## src/pkg/tcb_pkg.sv

```systemverilog
package tcb_pkg;
   // byte locations on the 8-bit i/o side
   localparam logic [3:0] TCB_LOC_CNT_LO  = 4'h0;
   localparam logic [3:0] TCB_LOC_CNT_HI  = 4'h1;
   localparam logic [3:0] TCB_LOC_CMPA_LO = 4'h2;
   localparam logic [3:0] TCB_LOC_CMPA_HI = 4'h3;
   localparam logic [3:0] TCB_LOC_CMPB_LO = 4'h4;
   localparam logic [3:0] TCB_LOC_CMPB_HI = 4'h5;
   localparam logic [3:0] TCB_LOC_CAPT_LO = 4'h6;
   localparam logic [3:0] TCB_LOC_CAPT_HI = 4'h7;
   localparam logic [3:0] TCB_LOC_CTRL_A  = 4'h8;
   localparam logic [3:0] TCB_LOC_CTRL_B  = 4'h9;
   localparam logic [3:0] TCB_LOC_FLAGS   = 4'hA;
   localparam int         TCB_LOC_W       = 4;
   // control field positions
   localparam int TCB_A_WGM_LSB  = 0;
   localparam int TCB_B_CS_LSB   = 0;
   localparam int TCB_B_WGM_LSB  = 3;
   localparam int TCB_FLAG_OVF   = 0;
   // count limits
   localparam logic [15:0] TCB_BOTTOM = 16'h0000;
   localparam logic [15:0] TCB_MAX    = 16'hFFFF;
   localparam logic [15:0] TCB_TOP8   = 16'h00FF;
   localparam logic [15:0] TCB_TOP9   = 16'h01FF;
   localparam logic [15:0] TCB_TOP10  = 16'h03FF;
   localparam logic [15:0] TCB_ONE    = 16'h0001;
   // tick source select codes
   localparam logic [2:0] TCB_CS_STOP  = 3'h0;
   localparam logic [2:0] TCB_CS_DIV1  = 3'h1;
   localparam logic [2:0] TCB_CS_DIV8  = 3'h2;
   localparam logic [2:0] TCB_CS_DIV64 = 3'h3;
   localparam logic [2:0] TCB_CS_DIV256  = 3'h4;
   localparam logic [2:0] TCB_CS_DIV1024 = 3'h5;
   localparam logic [2:0] TCB_CS_EXT_FALL = 3'h6;
   localparam logic [2:0] TCB_CS_EXT_RISE = 3'h7;
   localparam int          TCB_PRE_W      = 10;
   localparam logic [9:0]  TCB_PRE_M8     = 10'h007;
   localparam logic [9:0]  TCB_PRE_M64    = 10'h03F;
   localparam logic [9:0]  TCB_PRE_M256   = 10'h0FF;
   localparam logic [9:0]  TCB_PRE_M1024  = 10'h3FF;
   localparam logic [9:0]  TCB_PRE_ONE    = 10'h001;
   // controller registers on ahb-lite (byte addresses)
   localparam logic [7:0] TCB_AHB_DATA   = 8'h00;
   localparam logic [7:0] TCB_AHB_TARGET = 8'h04;
   localparam logic [7:0] TCB_AHB_CMD    = 8'h08;
   localparam logic [7:0] TCB_AHB_STATUS = 8'h0C;
   localparam logic [7:0] TCB_AHB_RDATA  = 8'h10;
   localparam int TCB_CMD_WR    = 0;
   localparam int TCB_CMD_RD    = 1;
   localparam int TCB_CMD_BYTE  = 2;
   localparam int TCB_CMD_KEEPH = 3;
   localparam logic [1:0] TCB_HTRANS_NONSEQ = 2'h2;
   localparam logic       TCB_HRESP_OKAY    = 1'b0;
endpackage : tcb_pkg

```

## src/pkg/tcb_if.sv

```systemverilog
`timescale 1ns/1ps
interface tcb_if;
   logic [3:0] io_addr;
   logic       io_wr;
   logic       io_rd;
   logic [7:0] io_wdata;
   logic [7:0] io_rdata;
   modport dev (input io_addr, input io_wr, input io_rd, input io_wdata, output io_rdata);
   modport cpu (output io_addr, output io_wr, output io_rd, output io_wdata, input io_rdata);
endinterface : tcb_if

```

## src/hw/tcb_tick_gen.sv

```systemverilog
`timescale 1ns/1ps
module tcb_tick_gen
   import tcb_pkg::*;
(
   input  wire logic       clk,
   input  wire logic       srst,
   input  wire logic [2:0] tick_source_select,
   input  wire logic       ext_pin,
   output logic            timer_tick
);
   logic [TCB_PRE_W-1:0] pre_reg;
   logic                 pin_meta_reg;
   logic                 pin_sync_reg;
   logic                 pin_prev_reg;
   logic                 tick_next;

   // free-running prescaler, shared by all divided sources
   always_ff @(posedge clk) begin
      if (srst) begin
         pre_reg <= '0;
      end else begin
         pre_reg <= pre_reg + TCB_PRE_ONE;
      end
   end

   always_ff @(posedge clk) begin
      if (srst) begin
         pin_meta_reg <= 1'b0;
         pin_sync_reg <= 1'b0;
         pin_prev_reg <= 1'b0;
      end else begin
         pin_meta_reg <= ext_pin;
         pin_sync_reg <= pin_meta_reg;
         pin_prev_reg <= pin_sync_reg;
      end
   end

   always_comb begin
      unique case (tick_source_select)
         TCB_CS_STOP:     tick_next = 1'b0;
         TCB_CS_DIV1:     tick_next = 1'b1;
         TCB_CS_DIV8:     tick_next = (pre_reg[2:0] == TCB_PRE_M8[2:0]);
         TCB_CS_DIV64:    tick_next = (pre_reg[5:0] == TCB_PRE_M64[5:0]);
         TCB_CS_DIV256:   tick_next = (pre_reg[7:0] == TCB_PRE_M256[7:0]);
         TCB_CS_DIV1024:  tick_next = (pre_reg == TCB_PRE_M1024);
         TCB_CS_EXT_FALL: tick_next = pin_prev_reg & ~pin_sync_reg;
         TCB_CS_EXT_RISE: tick_next = ~pin_prev_reg & pin_sync_reg;
      endcase
   end

   // registered so a tick never races a select change in the same cycle
   always_ff @(posedge clk) begin
      if (srst) begin
         timer_tick <= 1'b0;
      end else begin
         timer_tick <= tick_next;
      end
   end
endmodule : tcb_tick_gen

```

## src/hw/tcb_device.sv

```systemverilog
`timescale 1ns/1ps
// Summary of operation
// - 16-bit registers move as two byte accesses
// - one shared high-byte holding register
// - low-byte write loads held high byte too
// - count/capture low-byte read copies high byte to holder
// - compare reads bypass the holding register
// - cpu writes high first, reads low first
// - counter occupies two byte locations
// - counter high location reaches holding register
// - holding register keeps value between accesses
// - three-bit field picks tick source
// - select zero halts the counter
// - counter accessible with or without ticks
// - cpu write beats clear or count
// - tick clears, increments or decrements counter
// - clear forces all counter bits zero
// - top and bottom indications from counter
// - four-bit mode field split over a/b
// - overflow flag set where mode defines
// - bottom 0000, max ffff, top per mode
module tcb_device
   import tcb_pkg::*;
(
   input  wire logic clk,
   input  wire logic srst,
   tcb_if.dev        bus,
   input  wire logic ext_tick_pin,
   output logic      count_top,
   output logic      count_bottom,
   output logic      overflow_flag
);
   logic [15:0] count_value_reg;
   logic [15:0] compare_a_reg;
   logic [15:0] compare_b_reg;
   logic [15:0] capture_value_reg;
   logic [7:0]  hold_high_reg;
   logic [7:0]  control_reg_a;
   logic [7:0]  control_reg_b;
   logic [7:0]  rdata_reg;
   logic        down_reg;
   logic        timer_tick;
   logic [3:0]  waveform_mode_field;
   logic [15:0] top_value;
   logic        dual_slope;
   logic        ovf_at_top;
   logic        capt_is_top;
   logic        wr_lo;
   logic        rd_lo;
   logic        wr_hi;
   logic        ovf_event;
   logic [15:0] wr_word;

   assign waveform_mode_field = {control_reg_b[TCB_B_WGM_LSB+1 -: 2],
                                 control_reg_a[TCB_A_WGM_LSB+1 -: 2]};
   // low and high locations differ only in bit 0, for the four 16-bit registers
   assign wr_lo   = bus.io_wr & ~bus.io_addr[0] & (bus.io_addr < TCB_LOC_CTRL_A);
   assign wr_hi   = bus.io_wr &  bus.io_addr[0] & (bus.io_addr < TCB_LOC_CTRL_A);
   assign rd_lo   = bus.io_rd & ~bus.io_addr[0] & (bus.io_addr < TCB_LOC_CTRL_A);
   assign wr_word = {hold_high_reg, bus.io_wdata};

   tcb_tick_gen tcb_tick_gen_i (
      .clk                (clk),
      .srst               (srst),
      .tick_source_select (control_reg_b[TCB_B_CS_LSB+2 -: 3]),
      .ext_pin            (ext_tick_pin),
      .timer_tick         (timer_tick)
   );

   always_comb begin
      dual_slope  = 1'b0;
      ovf_at_top  = 1'b0;
      capt_is_top = 1'b0;
      unique case (waveform_mode_field)
         4'h1, 4'h2, 4'h3: begin
            dual_slope = 1'b1;
            top_value  = (waveform_mode_field == 4'h1) ? TCB_TOP8 :
                         (waveform_mode_field == 4'h2) ? TCB_TOP9 : TCB_TOP10;
         end
         4'h5: begin
            top_value  = TCB_TOP8;
            ovf_at_top = 1'b1;
         end
         4'h6: begin
            top_value  = TCB_TOP9;
            ovf_at_top = 1'b1;
         end
         4'h7: begin
            top_value  = TCB_TOP10;
            ovf_at_top = 1'b1;
         end
         4'h4: top_value = compare_a_reg;
         4'h9, 4'hB: begin
            dual_slope = 1'b1;
            top_value  = compare_a_reg;
         end
         4'h8, 4'hA: begin
            dual_slope  = 1'b1;
            capt_is_top = 1'b1;
            top_value   = capture_value_reg;
         end
         4'hC: begin
            capt_is_top = 1'b1;
            top_value   = capture_value_reg;
         end
         4'hE: begin
            capt_is_top = 1'b1;
            ovf_at_top  = 1'b1;
            top_value   = capture_value_reg;
         end
         4'hF: begin
            ovf_at_top = 1'b1;
            top_value  = compare_a_reg;
         end
         // mode 0 and the reserved code count the full range
         default: top_value = TCB_MAX;
      endcase
   end

   // the counter and its direction
   always_ff @(posedge clk) begin
      if (srst) begin
         count_value_reg <= TCB_BOTTOM;
         down_reg        <= 1'b0;
      end else if (wr_lo && bus.io_addr == TCB_LOC_CNT_LO) begin
         count_value_reg <= wr_word;
      end else if (timer_tick) begin
         if (!dual_slope) begin
            if (count_value_reg == top_value) begin
               count_value_reg <= TCB_BOTTOM;
            end else begin
               count_value_reg <= count_value_reg + TCB_ONE;
            end
         end else if (!down_reg) begin
            if (count_value_reg >= top_value) begin
               down_reg        <= 1'b1;
               count_value_reg <= count_value_reg - TCB_ONE;
            end else begin
               count_value_reg <= count_value_reg + TCB_ONE;
            end
         end else if (count_value_reg == TCB_BOTTOM) begin
            down_reg        <= 1'b0;
            count_value_reg <= count_value_reg + TCB_ONE;
         end else begin
            count_value_reg <= count_value_reg - TCB_ONE;
         end
      end
   end

   // overflow: at top in fast pwm, at bottom in dual slope, at max otherwise
   assign ovf_event = timer_tick & (dual_slope ? (down_reg && count_value_reg == TCB_BOTTOM) :
                      ovf_at_top ? (count_value_reg == top_value) :
                      (count_value_reg == TCB_MAX));

   always_ff @(posedge clk) begin
      if (srst) begin
         overflow_flag <= 1'b0;
      end else if (ovf_event) begin
         overflow_flag <= 1'b1;
      end else if (bus.io_wr && bus.io_addr == TCB_LOC_FLAGS && bus.io_wdata[TCB_FLAG_OVF]) begin
         overflow_flag <= 1'b0;
      end
   end

   always_ff @(posedge clk) begin
      if (srst) begin
         count_top    <= 1'b0;
         count_bottom <= 1'b1;
      end else begin
         count_top    <= (count_value_reg == top_value);
         count_bottom <= (count_value_reg == TCB_BOTTOM);
      end
   end

   // one holding register serves every 16-bit register on writes, and count and capture on reads
   always_ff @(posedge clk) begin
      if (srst) begin
         hold_high_reg <= '0;
      end else if (wr_hi) begin
         hold_high_reg <= bus.io_wdata;
      end else if (rd_lo && bus.io_addr == TCB_LOC_CNT_LO) begin
         hold_high_reg <= count_value_reg[15:8];
      end else if (rd_lo && bus.io_addr == TCB_LOC_CAPT_LO) begin
         hold_high_reg <= capture_value_reg[15:8];
      end
   end

   always_ff @(posedge clk) begin
      if (srst) begin
         compare_a_reg     <= '0;
         compare_b_reg     <= '0;
         capture_value_reg <= '0;
      end else if (wr_lo) begin
         if (bus.io_addr == TCB_LOC_CMPA_LO) begin
            compare_a_reg <= wr_word;
         end
         if (bus.io_addr == TCB_LOC_CMPB_LO) begin
            compare_b_reg <= wr_word;
         end
         // capture value is writable only while it defines top
         if (bus.io_addr == TCB_LOC_CAPT_LO && capt_is_top) begin
            capture_value_reg <= wr_word;
         end
      end
   end

   always_ff @(posedge clk) begin
      if (srst) begin
         control_reg_a <= '0;
         control_reg_b <= '0;
      end else if (bus.io_wr && bus.io_addr == TCB_LOC_CTRL_A) begin
         control_reg_a <= bus.io_wdata;
      end else if (bus.io_wr && bus.io_addr == TCB_LOC_CTRL_B) begin
         control_reg_b <= bus.io_wdata;
      end
   end

   // read data lands one cycle after the strobe
   always_ff @(posedge clk) begin
      if (srst) begin
         rdata_reg <= '0;
      end else if (bus.io_rd) begin
         unique case (bus.io_addr)
            TCB_LOC_CNT_LO:  rdata_reg <= count_value_reg[7:0];
            TCB_LOC_CNT_HI:  rdata_reg <= hold_high_reg;
            TCB_LOC_CMPA_LO: rdata_reg <= compare_a_reg[7:0];
            TCB_LOC_CMPA_HI: rdata_reg <= compare_a_reg[15:8];
            TCB_LOC_CMPB_LO: rdata_reg <= compare_b_reg[7:0];
            TCB_LOC_CMPB_HI: rdata_reg <= compare_b_reg[15:8];
            TCB_LOC_CAPT_LO: rdata_reg <= capture_value_reg[7:0];
            TCB_LOC_CAPT_HI: rdata_reg <= hold_high_reg;
            TCB_LOC_CTRL_A:  rdata_reg <= control_reg_a;
            TCB_LOC_CTRL_B:  rdata_reg <= control_reg_b;
            TCB_LOC_FLAGS:   rdata_reg <= {7'h00, overflow_flag};
            default:         rdata_reg <= '0;
         endcase
      end
   end

   assign bus.io_rdata = rdata_reg;
endmodule : tcb_device

```

## src/flat_wrapper.sv

```systemverilog
// flat-port wrapper written by rule: the top's interface ports become plain ports
module tcb_device_flat import tcb_pkg::*;
  (clk, srst, ext_tick_pin, count_top, count_bottom, overflow_flag, bus_io_addr, bus_io_wr, bus_io_rd, bus_io_wdata, bus_io_rdata);
  tcb_if bus_i ();
  input  wire logic clk;
  input  wire logic srst;
  input  wire logic ext_tick_pin;
  output logic count_top;
  output logic count_bottom;
  output logic overflow_flag;
  input wire logic [$bits(bus_i.io_addr)-1:0] bus_io_addr;
  input wire logic [$bits(bus_i.io_wr)-1:0] bus_io_wr;
  input wire logic [$bits(bus_i.io_rd)-1:0] bus_io_rd;
  input wire logic [$bits(bus_i.io_wdata)-1:0] bus_io_wdata;
  output wire logic [$bits(bus_i.io_rdata)-1:0] bus_io_rdata;
  assign bus_i.io_addr = bus_io_addr;
  assign bus_i.io_wr = bus_io_wr;
  assign bus_i.io_rd = bus_io_rd;
  assign bus_i.io_wdata = bus_io_wdata;
  assign bus_io_rdata = bus_i.io_rdata;
  tcb_device u_core (.clk(clk), .srst(srst), .bus(bus_i), .ext_tick_pin(ext_tick_pin), .count_top(count_top), .count_bottom(count_bottom), .overflow_flag(overflow_flag));
endmodule
```

## config.mk

```make
export PLATFORM = sky130hd
export DESIGN_NAME = tcb_device_flat
export DESIGN_NICKNAME = d
export VERILOG_FILES = /design/src/pkg/tcb_pkg.sv /design/src/pkg/tcb_if.sv /design/src/hw/tcb_tick_gen.sv /design/src/hw/tcb_device.sv /design/src/flat_wrapper.sv
export SDC_FILE = /design/constraint.sdc
export NUM_CORES = 1
export LEC_CHECK = 0
export BUFFER_PORTS_ARGS = -buffer_cell sky130_fd_sc_hd__buf_2
export CAP_MARGIN = 20
export CORE_MARGIN = 10
export CORE_UTILIZATION = 30
export DETAILED_ROUTE_END_ITERATION = 16
export GPL_ROUTABILITY_DRIVEN = 1
export PLACE_DENSITY = 0.53
export SLEW_MARGIN = 20
export SYNTH_ARGS = -nofsm -noshare
export SYNTH_HDL_FRONTEND = slang
export SYNTH_HIERARCHICAL = 1
export SYNTH_SLANG_ARGS = --single-unit
```

## constraint.sdc

```tcl
create_clock -name clk -period 3.25 [get_ports clk]
set_input_delay 0.325 -clock clk [delete_from_list [all_inputs] [get_ports clk]]
set_output_delay 0.325 -clock clk [all_outputs]
set_load 0.02 [all_outputs]
```

==> flow_summary.json <==
{
  "viasPerCell": 5.51,
  "ys_seq_area_share_pct": 35.2,
  "cts_tree": "yes",
  "slew_headroom_pct": 28.7,
  "synth_edf_count": 0,
  "grt.overflow.total": 0,
  "diodes": 0,
  "initial_core_util_pct": 30.7,
  "ant_nets": 0,
  "min_path_cells": 2,
  "antenna_found_initial": 0,
  "final_core_util_pct": 36.2,
  "clock_sinks": 114,
  "die_y_microns": 167,
  "finalHoldViolCount": 0,
  "die_w_microns": 167,
  "crit_fanout": 9,
  "ioPinCount": 28,
  "hold_class": "in -> reg",
  "grt_pass1_wl_microns": 34800,
  "drtIter0Drc": 535,
  "ys_seq_elements": 114,
  "syn_area_sq_mm": 0.00649,
  "htree_levels": 4,
  "post-synth-top-area-cell": "dfxtp_1",
  "synth_area_leaders": "dfxtp_1, a21oi_1, nand2_1, mux2i_1, ha_1",
  "hold_buffers": 0,
  "fin_crit_ns": 3.05,
  "coreArea_sq_mm": 0.0212,
  "vias": 6227,
  "synth_flop_cell": "dfxtp_1",
  "yosys_warnings": 6,
  "clk_pin_slew_ns": 0.06,
  "clk_latency_ns": 0.43,
  "status": "complete, no violations",
  "grt_pass1_vias": 5919,
  "drive_gt1_share_pct": 15.9,
  "pwr_density_cell_mw_per_mm2": 446,
  "grt_use_total_pct": 15.6,
  "max_cap_viol_count": 0,
  "setup.worst_path.end_class": "register",
  "arrival_ns": 3.34,
  "setup_violations": 0,
  "grt_max_degree": 79,
  "regToRegSetupSlack_ns": 0.20,
  "dpl-instance-area_sq_mm": 0.00705,
  "ys_async_sr_fraction_pct": 0,
  "rows": 53,
  "skew_ns": 0.0112,
  "fmaxAchievable_mhz": 328,
  "power_leakage_nw": 2.92,
  "ir_drop_mv": 0.338,
  "firstDrtPassIters": 5,
  "startpoint_type": "register",
  "place.gp.congestion": 0.889,
  "fin_crit_sh_pct": 93.9,
  "drc": 0,
  "synthCells": 811,
  "cts_buffers": 17,
  "mostFrequentLayoutCells": "dfxtp_1, nand2_1, a21oi_1",
  "syn_avg_cell_area_sq_um": 8.00,
  "wire_per_inst_microns": 19.7,
  "mostFrequentLayoutCell": "dfxtp_1",
  "fin_area_sq_mm": 0.00766,
  "cp_slowest_cell": "a22oi_1",
  "critPathKind": "reg -> reg",
  "worstPathCellList": "clkinv_1, buf_4, nand2_1, buf_4, o22ai_1, ha_1, a41oi_1, o21ai_0, a22oi_1, a21boi_4, buf_12, mux2i_1, xor2_1, o22ai_1",
  "slowest_delay_ns": 0.48,
  "synthToLayoutAreaGrowth_pct": 18.1,
  "cp.required_ns": 3.54,
  "cts_buffer_depth": 2,
  "cts_root_buffer": "clkbuf_16",
  "slew_viol_final": 0,
  "synthesis.nets": 849,
  "io_buffers": 27,
  "dp_hpwl_microns": 15600,
  "wl_microns": 22200,
  "fillers": 2220,
  "netlist.area_leader.share_pct": 35.2,
  "fin_nets": 880,
  "yosysUniqueCellTypes": 61,
  "tightest_slew_ns": 1.06,
  "die_area_sq_mm": 0.0279,
  "reg2reg_depth": 14
}
power by group:
part           switching (mW)  total, mW  leakage [nW]  internal [mW]
clock                   0.741       1.74         0.259          0.998
sequential             0.0206       1.44         0.921           1.42
combinational           0.164      0.245          1.74         0.0808
total                   0.926       3.42          2.92           2.49
repair_timing:
action	in CTS	in global routing
endpoints found under the setup margin	1	17
setup buffers	0	3
pin swaps	0	3
resized for setup	1	8
layout make-up:
cell class	instances	area, sq um	area share [%]
inverter	15	56.3	0.735
clock inverter	14	106	1.39
tap	275	344	4.49
timing repair buffer	69	478	6.24
sequential	114	2280	29.8
multi-input combinational	625	3960	51.6
clock buffer	18	439	5.73
kinds of logic (layout without fill, tap and decap cells):
logic type / Yosys count / after routing / synth area share [%]
buf+inv: 72 / 116 / 4.43
fa+ha+maj: 21 / 21 / 4.05
mux: 50 / 50 / 8.37
flops: 114 / 114 / 35.2
compound gates: 226 / 226 / 21.6
simple gates: 301 / 301 / 22.8
xor+xnor: 27 / 27 / 3.64
per-layer routing:
| layer | part of all wire [%] | vias up | GRT usage, % |
|---|---|---|---|
| met3 | 6.7 | 40 | 3.11 |
| met1 | 46 | 2967 | 20.6 |
| li1 | - | 2998 | - |
| met2 | 45 | 222 | 24.4 |
| met5 | 0 | - | 0 |
| met4 | 2.6 | 0 | 6.15 |
cells in the mapped netlist (all sizes together), types with 8 or more instances:
| cell type | instances |
|---|---|
| xnor2 | 17 |
| inv | 13 |
| or3 | 10 |
| clkbuf | 51 |
| nor2b | 18 |
| nand4 | 11 |
| a22oi | 18 |
| o21ai | 25 |
| ha | 21 |
| a21oi | 110 |
| a221oi | 11 |
| dfxtp | 114 |
| and3 | 8 |
| nor2 | 59 |
| o22ai | 20 |
| xor2 | 10 |
| nand3 | 29 |
| nor3b | 17 |
| mux2i | 34 |
| mux2 | 14 |
| nor3 | 15 |
| nand2 | 109 |
metrics by stage:
step	worst slack [ns]	setup TNS, ns	instances	total power [mW]	hold WS [ns]
6_report	0.198	0	1130	3.42	0.111
3_5_place_dp	0.00635	0	1095	1.71	0.427
4_1_cts	0.0852	0	1127	3.44	0.0991
5_1_grt	-0.00682	-0.00682	1130	3.54	0.113
2_1_floorplan	0.0102	0	811	1.61	0.397
3_3_place_gp	-0.00565	-0.0107	1095	1.71	0.418
worst paths after layout:
check / from / endpoint
hold / removal: ext_tick_pin / u_core/tcb_tick_gen_i/pin_meta_reg
setup reg to reg: u_core/control_reg_a[0] / u_core/count_value_reg[8]
setup / recovery: u_core/control_reg_a[0] / u_core/count_value_reg[8]
hold reg to reg: u_core/tcb_tick_gen_i/pin_meta_reg / u_core/tcb_tick_gen_i/pin_sync_reg
worst max-delay path: cells and delay by family (launching register included):
kind	cells	cell delay (ns)
buf+inv	4	0.60
mux	1	0.17
xor+xnor	1	0.17
compound gates	6	1.11
fa+ha+maj	1	0.30
flops	1	0.38
simple gates	1	0.18
Power figures use the tool's default switching activity.
